`config.mk`:
```
export PLATFORM = sky130hd
export DESIGN_NAME = uab_autobaud
export DESIGN_NICKNAME = d
export VERILOG_FILES = /design/src/rtl/uab_pkg.sv /design/src/rtl/uab_prescale.sv /design/src/rtl/uab_autobaud.sv
export SDC_FILE = /design/constraint.sdc
export NUM_CORES = 1
export LEC_CHECK = 0
export ABC_AREA = 1
export BUFFER_PORTS_ARGS = -buffer_cell sky130_fd_sc_hd__buf_2
export CAP_MARGIN = 40
export CORE_AREA = 2 2 72 143
export DETAILED_ROUTE_END_ITERATION = 8
export DIE_AREA = 0 0 74 145
export PLACE_DENSITY = 0.83
export SYNTH_ARGS = -nofsm -noshare
export SYNTH_HDL_FRONTEND = slang
export SYNTH_HIERARCHICAL = 1
export SYNTH_SLANG_ARGS = --single-unit
```
`constraint.sdc`:
```
create_clock -name pclk -period 1.5 [get_ports pclk]
set_input_delay 0.075 -clock pclk [delete_from_list [all_inputs] [get_ports pclk]]
set_output_delay 0.075 -clock pclk [all_outputs]
set_load 0.02 [all_outputs]
```
`src/rtl/uab_pkg.sv`:
```
package uab_pkg;

    // Register byte offsets
    localparam logic [7:0] OFF_CTRL  = 8'h00;
    localparam logic [7:0] OFF_DIVLO = 8'h04;
    localparam logic [7:0] OFF_DIVHI = 8'h08;
    localparam logic [7:0] OFF_RXBUF = 8'h0c;
    localparam logic [7:0] OFF_STAT  = 8'h10;
    localparam logic [7:0] OFF_ISTAT = 8'h14;
    localparam logic [7:0] OFF_ICLR  = 8'h18;
    localparam logic [7:0] OFF_IEN   = 8'h1c;

    // Status register bit positions
    localparam int STAT_FLAG = 0;
    localparam int STAT_BUSY = 1;
    localparam int STAT_OVF  = 2;

    // Interrupt status / clear / enable bit positions
    localparam int IRQ_DONE = 0;
    localparam int IRQ_WAKE = 1;
    localparam int IRQ_OVF  = 2;

    // Reset values
    localparam logic [4:0] CTRL_RST = 5'h00;
    localparam logic [7:0] DIV_RST  = 8'h00;
    localparam logic [2:0] IEN_RST  = 3'h0;

    // Sync character timing
    localparam logic [2:0]  AB_RISE_EDGES  = 3'h5;
    localparam logic [15:0] AB_COUNT_START = 16'h0001;

    // Prescaler masks: a tick when all masked bits are ones
    localparam logic [8:0] BASE_MASK_SLOW = 9'h03f;
    localparam logic [8:0] BASE_MASK_MID  = 9'h00f;
    localparam logic [8:0] BASE_MASK_FAST = 9'h003;
    localparam logic [8:0] ABD_MASK_SLOW  = 9'h1ff;
    localparam logic [8:0] ABD_MASK_MID   = 9'h07f;
    localparam logic [8:0] ABD_MASK_FAST  = 9'h01f;

    typedef struct packed {
        logic sync_mode;
        logic wide_divisor_select;
        logic high_speed_select;
        logic wake_on_break_enable;
        logic autobaud_enable;
    } uab_ctrl_s;

    typedef enum logic [1:0] {RATE_SLOW, RATE_MID, RATE_FAST} uab_rate_e;

    typedef enum logic [2:0] {
        ST_IDLE, ST_WAKE_LOW, ST_WAKE_HIGH, ST_START, ST_EDGE1, ST_COUNT
    } uab_state_e;

endpackage

```
`src/rtl/uab_prescale.sv`:
```
`timescale 1ns/100ps
`default_nettype none
module uab_prescale import uab_pkg::*; (
    input  wire logic      pclk,        // System clock
    input  wire logic      presetn,     // Async reset, low
    input  wire uab_rate_e rate,        // Speed/width selection
    output logic           base_tick_q, // Generator base clock enable
    output logic           abd_tick_q   // Autobaud counter clock enable
);

    logic [8:0] cnt_q;
    logic [8:0] bmask;
    logic [8:0] amask;

    // Autobaud mask covers the base mask, so every autobaud tick is a base tick
    always_comb begin
        case (rate)
            RATE_SLOW: begin
                bmask = BASE_MASK_SLOW;
                amask = ABD_MASK_SLOW;
            end
            RATE_MID: begin
                bmask = BASE_MASK_MID;
                amask = ABD_MASK_MID;
            end
            default: begin
                bmask = BASE_MASK_FAST;
                amask = ABD_MASK_FAST;
            end
        endcase
    end

    always_ff @(posedge pclk or negedge presetn) begin
        if (!presetn) begin
            cnt_q <= 9'h000;
        end else begin
            cnt_q <= cnt_q + 9'h001;
        end
    end

    always_ff @(posedge pclk or negedge presetn) begin
        if (!presetn) begin
            base_tick_q <= 1'b0;
            abd_tick_q  <= 1'b0;
        end else begin
            base_tick_q <= (cnt_q & bmask) == bmask;
            abd_tick_q  <= (cnt_q & amask) == amask;
        end
    end
endmodule
`default_nettype wire

```
`src/rtl/uab_autobaud.sv`:
```
`timescale 1ns/100ps
`default_nettype none
module uab_autobaud import uab_pkg::*; (
    input  wire logic        pclk,      // System clock, 125 MHz
    input  wire logic        presetn,   // Async reset, low
    input  wire logic        psel,      // APB select
    input  wire logic        penable,   // APB enable
    input  wire logic        pwrite,    // APB direction
    input  wire logic [7:0]  paddr,     // APB byte address
    input  wire logic [31:0] pwdata,    // APB write data
    output logic      [31:0] prdata,    // APB read data
    output logic             pready,    // APB ready
    output logic             pslverr,   // APB error on unmapped address
    input  wire logic        rxd,       // Receive line
    output logic             irq,       // Level interrupt
    output logic             rx_hold,   // Receiver state machine held idle
    output logic             baud_tick  // One pulse per bit period
);

    logic        rx_q;
    logic        rise;
    logic        fall;
    uab_ctrl_s   ctrl_q;
    logic [7:0]  div_lo_q;
    logic [7:0]  div_hi_q;
    logic [15:0] div_pair;
    logic [15:0] div_eff;
    uab_state_e  st_q;
    uab_state_e  st_d;
    logic [2:0]  edges_q;
    logic        rflag_q;
    logic [2:0]  istat_q;
    logic [2:0]  ien_q;
    logic [2:0]  iset;
    logic [2:0]  iclr;
    logic [15:0] gen_q;
    uab_rate_e   rate;
    logic        base_tick;
    logic        abd_tick;
    logic        busy;
    logic        done;
    logic        wake_fall;
    logic        wake_end;
    logic        acc;
    logic        wr_en;
    logic        rd_rbuf;
    logic [31:0] rdata;
    logic        hit;

    assign rise     = rxd & ~rx_q;
    assign fall     = ~rxd & rx_q;
    assign div_pair = {div_hi_q, div_lo_q};
    assign busy     = st_q != ST_IDLE;

    // Low-byte modes ignore the high byte; a calibration result above 255 shows there
    assign div_eff = ctrl_q.wide_divisor_select ? div_pair : {8'h00, div_lo_q};

    always_comb begin
        if (ctrl_q.sync_mode) begin
            rate = RATE_FAST;
        end else if (ctrl_q.wide_divisor_select && ctrl_q.high_speed_select) begin
            rate = RATE_FAST;
        end else if (ctrl_q.wide_divisor_select || ctrl_q.high_speed_select) begin
            rate = RATE_MID;
        end else begin
            rate = RATE_SLOW;
        end
    end

    uab_prescale u_prescale (
        .pclk        (pclk),
        .presetn     (presetn),
        .rate        (rate),
        .base_tick_q (base_tick),
        .abd_tick_q  (abd_tick)
    );

    // APB access phase completes when pready is high
    assign acc     = psel & penable & pready;
    assign wr_en   = acc & pwrite;
    assign rd_rbuf = acc & ~pwrite & (paddr == OFF_RXBUF);

    always_ff @(posedge pclk or negedge presetn) begin
        if (!presetn) begin
            rx_q <= 1'b1;
        end else begin
            rx_q <= rxd;
        end
    end

    // Calibration sequencer
    assign wake_fall = (st_q == ST_WAKE_LOW) && fall;
    assign wake_end  = (st_q == ST_WAKE_HIGH) && rise;
    assign done = (st_q == ST_COUNT) && rise
               && (edges_q == 3'(AB_RISE_EDGES - 3'h1));

    always_comb begin
        st_d = st_q;
        case (st_q)
            ST_IDLE: begin
                if (ctrl_q.wake_on_break_enable) begin
                    st_d = ST_WAKE_LOW;
                end else if (ctrl_q.autobaud_enable) begin
                    st_d = ST_START;
                end
            end
            ST_WAKE_LOW: begin
                if (!ctrl_q.wake_on_break_enable) begin
                    st_d = ST_IDLE;
                end else if (fall) begin
                    st_d = ST_WAKE_HIGH;
                end
            end
            ST_WAKE_HIGH: begin
                if (rise) begin
                    st_d = ctrl_q.autobaud_enable ? ST_START : ST_IDLE;
                end
            end
            ST_START: begin
                if (!ctrl_q.autobaud_enable) begin
                    st_d = ST_IDLE;
                end else if (fall) begin
                    st_d = ST_EDGE1;
                end
            end
            ST_EDGE1: begin
                if (!ctrl_q.autobaud_enable) begin
                    st_d = ST_IDLE;
                end else if (rise) begin
                    st_d = ST_COUNT;
                end
            end
            ST_COUNT: begin
                if (!ctrl_q.autobaud_enable || done) begin
                    st_d = ST_IDLE;
                end
            end
            default: begin
                st_d = ST_IDLE;
            end
        endcase
    end

    always_ff @(posedge pclk or negedge presetn) begin
        if (!presetn) begin
            st_q <= ST_IDLE;
        end else begin
            st_q <= st_d;
        end
    end

    always_ff @(posedge pclk or negedge presetn) begin
        if (!presetn) begin
            rx_hold <= 1'b0;
        end else begin
            rx_hold <= st_d != ST_IDLE;
        end
    end

    always_ff @(posedge pclk or negedge presetn) begin
        if (!presetn) begin
            edges_q <= 3'h0;
        end else if (st_q == ST_EDGE1 && rise) begin
            edges_q <= 3'h1;
        end else if (st_q == ST_COUNT && rise) begin
            edges_q <= edges_q + 3'h1;
        end
    end

    // Hardware clears win over a same-cycle software write
    always_ff @(posedge pclk or negedge presetn) begin
        if (!presetn) begin
            ctrl_q <= CTRL_RST;
        end else begin
            if (wr_en && paddr == OFF_CTRL) begin
                ctrl_q <= pwdata[4:0];
            end
            if (wake_end) begin
                ctrl_q.wake_on_break_enable <= 1'b0;
            end
            if (done) begin
                ctrl_q.autobaud_enable <= 1'b0;
            end
        end
    end

    // Software writes are dropped whenever the sequencer is busy, including while the pair is the measuring counter
    always_ff @(posedge pclk or negedge presetn) begin
        if (!presetn) begin
            div_lo_q <= DIV_RST;
            div_hi_q <= DIV_RST;
        end else if (st_q == ST_EDGE1 && rise && ctrl_q.autobaud_enable) begin
            {div_hi_q, div_lo_q} <= AB_COUNT_START;
        end else if (st_q == ST_COUNT) begin
            if (abd_tick && !rise) begin
                {div_hi_q, div_lo_q} <= div_pair + 16'h0001;
            end
        end else if (wr_en && !busy) begin
            if (paddr == OFF_DIVLO) begin
                div_lo_q <= pwdata[7:0];
            end
            if (paddr == OFF_DIVHI) begin
                div_hi_q <= pwdata[7:0];
            end
        end
    end

    // Set wins over the buffer read in the same cycle
    always_ff @(posedge pclk or negedge presetn) begin
        if (!presetn) begin
            rflag_q <= 1'b0;
        end else if (done || wake_fall) begin
            rflag_q <= 1'b1;
        end else if (rd_rbuf) begin
            rflag_q <= 1'b0;
        end
    end

    // Interrupt status, sticky with write-one-to-clear
    always_comb begin
        iset           = 3'h0;
        iset[IRQ_DONE] = done;
        iset[IRQ_WAKE] = wake_fall;
        iset[IRQ_OVF]  = done && (div_hi_q != 8'h00);
        iclr = (wr_en && paddr == OFF_ICLR) ? pwdata[2:0] : 3'h0;
    end

    always_ff @(posedge pclk or negedge presetn) begin
        if (!presetn) begin
            istat_q <= 3'h0;
        end else begin
            istat_q <= (istat_q & ~iclr) | iset;
        end
    end

    always_ff @(posedge pclk or negedge presetn) begin
        if (!presetn) begin
            ien_q <= IEN_RST;
        end else if (wr_en && paddr == OFF_IEN) begin
            ien_q <= pwdata[2:0];
        end
    end

    always_ff @(posedge pclk or negedge presetn) begin
        if (!presetn) begin
            irq <= 1'b0;
        end else begin
            irq <= |(istat_q & ien_q);
        end
    end

    // Bit timer; gated on the next state so no tick slips out as calibration starts
    always_ff @(posedge pclk or negedge presetn) begin
        if (!presetn) begin
            gen_q     <= 16'h0000;
            baud_tick <= 1'b0;
        end else if (st_d != ST_IDLE) begin
            gen_q     <= 16'h0000;
            baud_tick <= 1'b0;
        end else if (base_tick) begin
            if (gen_q == 16'h0000) begin
                gen_q     <= div_eff;
                baud_tick <= 1'b1;
            end else begin
                gen_q     <= gen_q - 16'h0001;
                baud_tick <= 1'b0;
            end
        end else begin
            baud_tick <= 1'b0;
        end
    end

    // Register read mux; receive datapath is absent so the buffer reads zero
    always_comb begin
        rdata = 32'h0000_0000;
        hit   = 1'b1;
        case (paddr)
            OFF_CTRL:  rdata[4:0] = ctrl_q;
            OFF_DIVLO: rdata[7:0] = div_lo_q;
            OFF_DIVHI: rdata[7:0] = div_hi_q;
            OFF_RXBUF: rdata      = 32'h0000_0000;
            OFF_STAT: begin
                rdata[STAT_FLAG] = rflag_q;
                rdata[STAT_BUSY] = busy;
                rdata[STAT_OVF]  = div_hi_q != 8'h00;
            end
            OFF_ISTAT: rdata[2:0] = istat_q;
            OFF_ICLR:  rdata      = 32'h0000_0000;
            OFF_IEN:   rdata[2:0] = ien_q;
            default:   hit        = 1'b0;
        endcase
    end

    // One wait-free access phase; read data captured in the setup cycle
    always_ff @(posedge pclk or negedge presetn) begin
        if (!presetn) begin
            pready  <= 1'b0;
            prdata  <= 32'h0000_0000;
            pslverr <= 1'b0;
        end else begin
            pready <= psel & ~penable & ~pready;
            if (psel && !penable) begin
                prdata  <= pwrite ? 32'h0000_0000 : rdata;
                pslverr <= ~hit;
            end
        end
    end
endmodule
`default_nettype wire

```
* Yosys cells after proc, flatten, opt, wreduce, memory -nomap -nowiden
Index checks and enable logic that the tools add are counted.
Storage, ports and cells: logic and storage cells 152, bits in read-only memories 0, memories kept 0, register bits after elaboration 99, bits in latches 0, bits in writable memories 0, output and inout bits 37, input port bits 46
Operators by class: multipliers 0, reduce and logical (&&, ||, !) cells 40, shift-type cells 0, div/mod/pow operators 0, bitwise logic cells 21, add/sub/neg operators 4, order comparisons 0, eq/ne operators 17, muxes and demuxes 47
Operators by type and width (count):
- two-way mux 8 bit | 11
- two-way mux 16 bit | 4
- two-way mux 3 bit | 13
- one-hot mux 3 bit (6 select lines) | 2
- == test 8 x 5 -> 1 bit (second input constant) | 4
- bitwise AND 9 bit | 2
- == test 9 bit | 2
- one-hot mux 9 bit (2 select lines) | 1
- adder 16 x 1 -> 16 bit (second input constant) | 1
- == test 8 x 4 -> 1 bit (second input constant) | 2
- zero test 16 bit | 1
- subtractor 16 x 1 -> 16 bit (second input constant) | 1
- nonzero test 3 bit | 5
- logical AND 1 bit | 14
- one-hot mux 6 bit (2 select lines) | 1
- nonzero test 2 bit | 5
- adder 9 x 1 -> 9 bit (second input constant) | 1
- bitwise AND 1 bit | 9
- == test 3 bit (second input constant) | 3
- two-way mux 1 bit | 9
- == test 8 x 3 -> 1 bit (second input constant) | 1
- zero test 8 bit | 1
- two-way mux 2 bit | 4
- nonzero test 8 bit | 1
- 18 further kinds | 31

* Longest topological paths before layout
depth in word-level cells 9, mapped depth 13

* Cells and area by module
Netlist, hierarchy kept.
By module, submodules not included:
- uab_autobaud | times used 1, cells each 684, area an instance 4445.5 um^2
- uab_prescale | times used 1, cells each 59, area an instance 500.5 um^2

* Worst setup path after synthesis
OpenSTA, ideal clock, no wires.
kind flip-flop to flip-flop, start register gen_q[0], end register gen_q[12], required time 1.434 ns, setup slack -0.103 ns, arrival time 1.538 ns, cell stages (with the launch flop) 13, period minus slack after synthesis 1.603 ns, library setup time 0.066 ns, cells stage by stage dfrtp_1 -> inv_1 -> ha_1 -> inv_1 -> nor2_1 -> nand2_1 -> nor2_1 -> nand3_2 -> nor2_1 -> nand2_1 -> nand2_1 -> nand3_1 -> nand2_1
On the way: cells in the longest elaborated chain, start to end 4, elaborated cells on any way between the ends 5, those cells by class add/sub: 1; mux: 3; reduce/logical: 1
Ends and longest elaborated chain:
- start, declared | RTL line uab_autobaud.sv:36 | logic [15:0] gen_q;
- start signal, assigned | RTL line uab_autobaud.sv:262 | gen_q <= div_eff;
- start signal, assigned | RTL line uab_autobaud.sv:265 | gen_q <= gen_q - 16'h0001;
- subtractor 16 x 1 -> 16 bit or zero test 16 bit (tied branches) | RTL line uab_autobaud.sv:265, uab_autobaud.sv:261
- two-way mux 16 bit (*) | RTL line uab_autobaud.sv:261 | if (gen_q == 16'h0000) begin
- two-way mux 16 bit (*) | RTL line uab_autobaud.sv:260 | end else if (base_tick) begin
- two-way mux 16 bit (*) | RTL line uab_autobaud.sv:257 | end else if (st_d != ST_IDLE) begin
Every way passes the cells marked *; elsewhere a longest branch is shown, timed or not. The select of a mux whose other input is x is not followed. A chain may end at the register's enable or synchronous reset.

* Final worst setup path
start register st_q[2], end register gen_q[14]
On the way: cells in the longest elaborated chain, start to end 8, elaborated cells on any way between the ends 23, those cells by class eq/ne: 5; mux: 12; reduce/logical: 6
Ends and longest elaborated chain:
- start, declared | RTL line uab_autobaud.sv:28 | uab_state_e st_q;
- start signal, assigned | RTL line uab_autobaud.sv:148 | st_q <= st_d;
- == test 3 bit | RTL line uab_autobaud.sv:94, uab_autobaud.sv:99
- logical AND 1 bit | RTL line uab_autobaud.sv:94 | assign done = (st_q == ST_COUNT) && rise
- logical AND 1 bit | RTL line uab_autobaud.sv:95 | && (edges_q == 3'(AB_RISE_EDGES - 3'h1));
- logical OR 1 bit | RTL line uab_autobaud.sv:134 | if (!ctrl_q.autobaud_enable || done) begin
- two-way mux 3 bit | RTL line uab_autobaud.sv:134
- one-hot mux 3 bit (6 select lines) (*) | RTL line uab_autobaud.sv:99 | case (st_q)
- net st_d[0] | RTL line uab_autobaud.sv:29 | uab_state_e st_d;
- nonzero test 3 bit (*) | RTL line uab_autobaud.sv:257
- two-way mux 16 bit or nonzero test 2 bit (tied branches)
Mark *: on every way through the listed nets, which the timed path passes. The rest lies on a longest branch.

==> metrics.log <==
INFO  metric run_status = finished, violations left
INFO  metric violations = setup timing
INFO  metric drt_pre_antenna_iters = 6
INFO  metric clock_sinks = 75
INFO  metric critical_path.max_fanout = 17
INFO  metric post_synth_mux_area_share = 0%
INFO  metric power_switching_share = between 30% and 40%
INFO  metric final.setup_skew = between 0.008 and 0.009 ns
INFO  metric worst-endpoint-required = roughly 1.7 ns
INFO  metric floorplan.die.width = about 74 um
INFO  metric critPathLaunchType = flop
INFO  metric power.share.combinational = 30.6%
INFO  metric clk-insertion-delay-late = between 0.3 and 0.4 ns
INFO  metric max-vdd-ir-drop = about 1100 uV
INFO  metric min_period_over_period = 125.7%
INFO  metric maxSlewViolCount = 0
INFO  metric dp.cells = approximately 990
INFO  metric antenna_left = 0
INFO  metric worst_max_slew_margin_expressed_relative_to_the_limit = 66.62%
INFO  metric synth-edff-count = 0
INFO  metric max_cap_violations = 0
INFO  metric number_of_drc_markers_in_iteration_0 = 566
INFO  metric dp.final_hpwl = 11460 um
INFO  metric synth_simple_gate_area_share = 39.13%
INFO  metric worst_slew_pin_slew = between 0.5 and 0.6 ns
INFO  metric pwr-share-clk = 37.6%
INFO  metric finalNetCount = 950
INFO  metric synthesized_area_fraction_occupied_by_adder_cells = under 10%
INFO  metric netlist_instances = around 740
INFO  metric timing.critical_path.arrival = 2.12 ns
INFO  metric setup-violations-final = 36
INFO  metric ys_seq_elements = 75
INFO  metric routed_via_density = 5.673
INFO  metric standard_cell_row_count = 51
INFO  metric antenna_fix_cells = 0
INFO  metric most-common-layout-cells = sky130_fd_sc_hd__nand2_1 (249), sky130_fd_sc_hd__buf_4 (106), sky130_fd_sc_hd__inv_1 (81)
INFO  metric wl_per_cell = approximately 18 um
INFO  metric top_level_ports = between 80 and 90
INFO  metric area_of_the_mapped_netlist = between 4000 and 5000 sq um
INFO  metric synth_compound_gate_area_share = between 7 and 8%
INFO  metric yosys.area_share.xor_xnor = under 10%
INFO  metric drive_above_1_share = about a quarter
INFO  metric placedInstanceArea = between 5000 and 6000 sq um
INFO  metric yosysWarnings = 6
INFO  metric dominantRegCellSynth = sky130_fd_sc_hd__dfrtp_1
INFO  metric route.final.wire_length = between 15000 and 20000 um
INFO  metric power_per_cell_area = approximately 1000 nW/um^2
INFO  metric ctsRootBufferMaster = sky130_fd_sc_hd__clkbuf_16
INFO  metric leakage = ~0.0038 uW
INFO  metric final-hold-violation-count = 0
INFO  metric max-clock-path-buffers = 2
INFO  metric achievable-frequency = between 500 and 600 MHz
INFO  metric cts_inserted_buffers = 9
INFO  metric final-instance-count-excl-fill = 1034
INFO  metric worst-setup-path-type = reg -> reg
INFO  metric largest_family_of_logic_cells_by_synthesized_area = simple AND/OR/NAND/NOR gates
INFO  metric grt_setup_unrepaired = yes
INFO  metric mostFrequentLayoutCell = sky130_fd_sc_hd__nand2_1
INFO  metric wire_length_of_the_first_global_routing_pass = approximately 27000 um
INFO  metric floorplan.initialDensity = roughly 51%
INFO  metric core = 9635 sq um
INFO  metric initial_antenna_violation_count = 0
INFO  metric syn_avg_cell_area = roughly 6.7 sq um
INFO  metric grt_max_degree = 34
INFO  metric worst_slack = -0.3853 ns
INFO  metric p_seq_share = roughly a third
INFO  metric final.hold.worst_slack = between 0.008 and 0.009 ns
INFO  metric worstSetupEndpointType = flop
INFO  metric synth_seq_area_share = roughly 38%
INFO  metric post-place-ws = -0.2236 ns
INFO  metric placement.io_buffers = 34
INFO  metric dieHeight = ~150 um
INFO  metric switchingPower = 2096 uW
INFO  metric async_reset_ff_share = between 90% and 100%
INFO  metric synth.lib_cells_used.distinct = 36
INFO  metric design.die.area = approximately 11000 sq um
INFO  metric post-route-cell-area = 6785 sq um
INFO  metric clk_pin_slew_worst_paths = about 0.060 ns
INFO  metric route.vias.total = roughly 6k
INFO  metric internal_power = 4707 uW
INFO  metric min_period = 1.885 ns
INFO  metric clock_tree.htree_level_count = 3
INFO  metric layout-area-overhead-vs-synth = 37.19%
INFO  metric vias_in_the_first_global_route = between 5k and 6k
INFO  metric drc_errors = 0
INFO  metric finalWeightedCongestion = between 0.9 and 1
INFO  metric cts_tree = done
INFO  metric total_global_route_track_usage = around a third
INFO  metric path_category_of_the_worst_min_delay_check = in -> reg
INFO  metric grt.overflow.total = 0
synthesized netlist by cell type, types with 2 or more instances:
master,instances,area (sq um)
sky130_fd_sc_hd__nand2_1,262,983.4
sky130_fd_sc_hd__inv_1,88,330.3
sky130_fd_sc_hd__nand3_1,85,425.4
sky130_fd_sc_hd__nor2_1,76,285.3
sky130_fd_sc_hd__dfrtp_1,74,1852
sky130_fd_sc_hd__o21ai_0,42,210.2
sky130_fd_sc_hd__buf_4,24,180.2
sky130_fd_sc_hd__a21oi_1,12,60.06
sky130_fd_sc_hd__clkbuf_1,8,30.03
sky130_fd_sc_hd__nor3_1,8,40.04
sky130_fd_sc_hd__xor2_1,8,70.07
sky130_fd_sc_hd__ha_1,7,87.58
sky130_fd_sc_hd__nand4_1,7,43.79
sky130_fd_sc_hd__nor2_4,4,45.04
sky130_fd_sc_hd__a31oi_1,3,18.77
sky130_fd_sc_hd__buf_6,3,33.78
sky130_fd_sc_hd__o22ai_1,3,18.77
sky130_fd_sc_hd__or2_2,3,18.77
sky130_fd_sc_hd__and3_1,2,12.51
sky130_fd_sc_hd__buf_2,2,10.01
sky130_fd_sc_hd__clkinv_1,2,7.510
sky130_fd_sc_hd__nand2_2,2,12.51
sky130_fd_sc_hd__nand3_2,2,20.02
sky130_fd_sc_hd__nor2_2,2,12.51
sky130_fd_sc_hd__o221ai_1,2,17.52
sky130_fd_sc_hd__xnor2_1,2,17.52
sequential cells by signal (all words and copies together) (netlist names), 3 cells and up:
name              flops
st_q                  3
u_prescale/cnt_q      9
div_hi_q              8
gen_q                16
edges_q               3
prdata                8
div_lo_q              8
istat_q               3
ctrl_q                5
ien_q                 3
repair_timing:
action / CTS / global route
cloned: 2 / 1
pin swaps: 16 / 13
hold buffers: 3 / 0
endpoints found under the hold margin: 33 / 0
gates resized for setup: 63 / 20
setup endpoints to repair: 34 / 38
buffers inserted: 18 / 5
cell families (layout without fill, tap and decap cells):
group           Yosys count  count (layout)
simple gates            456             456
flops                    75              75
xor+xnor                 10              10
fa+ha+maj                 7               7
buf+inv                 128             264
other cells               1              24
compound gates           66              66
per-layer routing:
metal	GRT usage (%)	wire length (um)	part of all wire, %	vias up
met3	7.222	1214	6.7	195
met4	29.00	2193	12	0
li1	-	-	-	2609
met5	0	0	0	-
met1	32.97	5371	30	2672
met2	57.77	9401	52	390
area by class of cell:
cell class | instances | area (sq um)
Fill cell | 692 | 2850
Multi-Input combinational cell | 563 | 2805
Sequential cell | 75 | 1882
Timing Repair Buffer | 157 | 1232
Inverter | 91 | 351.6
Clock buffer | 9 | 225.2
Tap cell | 132 | 165.2
Clock inverter | 7 | 123.9
stage by stage:
stage / utilization [%] / setup TNS (ns) / total power (uW)
2_1_floorplan: - / -0.5587 / 2952
3_3_place_gp: 61.15 / -4.594 / 3244
3_5_place_dp: 61.15 / -5.919 / 3256
4_1_cts: 69.13 / -4.487 / 6459
5_1_grt: 70.42 / -13.15 / 6940
6_report: 70.42 / -11.18 / 6803
worst max-delay path, cell delays in order (launching register included):
cell and delay, ns:
sky130_fd_sc_hd__dfrtp_2 0.47, sky130_fd_sc_hd__inv_1 0.14, sky130_fd_sc_hd__nand2_1 0.13, sky130_fd_sc_hd__nor2_1 0.15
sky130_fd_sc_hd__nand2_1 0.11, sky130_fd_sc_hd__nand2_1 0.09, sky130_fd_sc_hd__nand2_1 0.08, sky130_fd_sc_hd__nand3_2 0.11
sky130_fd_sc_hd__nor2_4 0.05, sky130_fd_sc_hd__buf_4 0.13, sky130_fd_sc_hd__buf_12 0.14, sky130_fd_sc_hd__nand3_1 0.10
sky130_fd_sc_hd__nand2_1 0.06
power by group through the flow:
| stage | Combinational (uW) | Clock, uW | Sequential, uW |
|---|---|---|---|
| after floorplan | 771 | 0 | 2180 |
| after global placement | 1060 | 0 | 2180 |
| after detailed placement | 1070 | 0 | 2190 |
| after CTS | 1740 | 2560 | 2160 |
| after global routing | 2130 | 2630 | 2170 |
| final | 2080 | 2560 | 2170 |
path summary, 6_finish.rpt:
path                              startpoint                     to  slack [ns]  cells after the start
setup / recovery           st_q[2]$_DFF_PN0_  gen_q[14]$_DFFE_PN0P_       -0.39                     12
hold / removal                        pwrite    rflag_q$_DFFE_PN0P_       0.008                      3
max in group asynchronous            presetn  gen_q[14]$_DFFE_PN0P_        0.72                      3
hold reg to reg             pready$_DFF_PN0_       pready$_DFF_PN0_        0.46                      1
setup reg to reg           st_q[2]$_DFF_PN0_  gen_q[14]$_DFFE_PN0P_       -0.39                     12
min in group asynchronous            presetn      rx_hold$_DFF_PN0_        0.19                      2
Power figures use the tool's default switching activity.
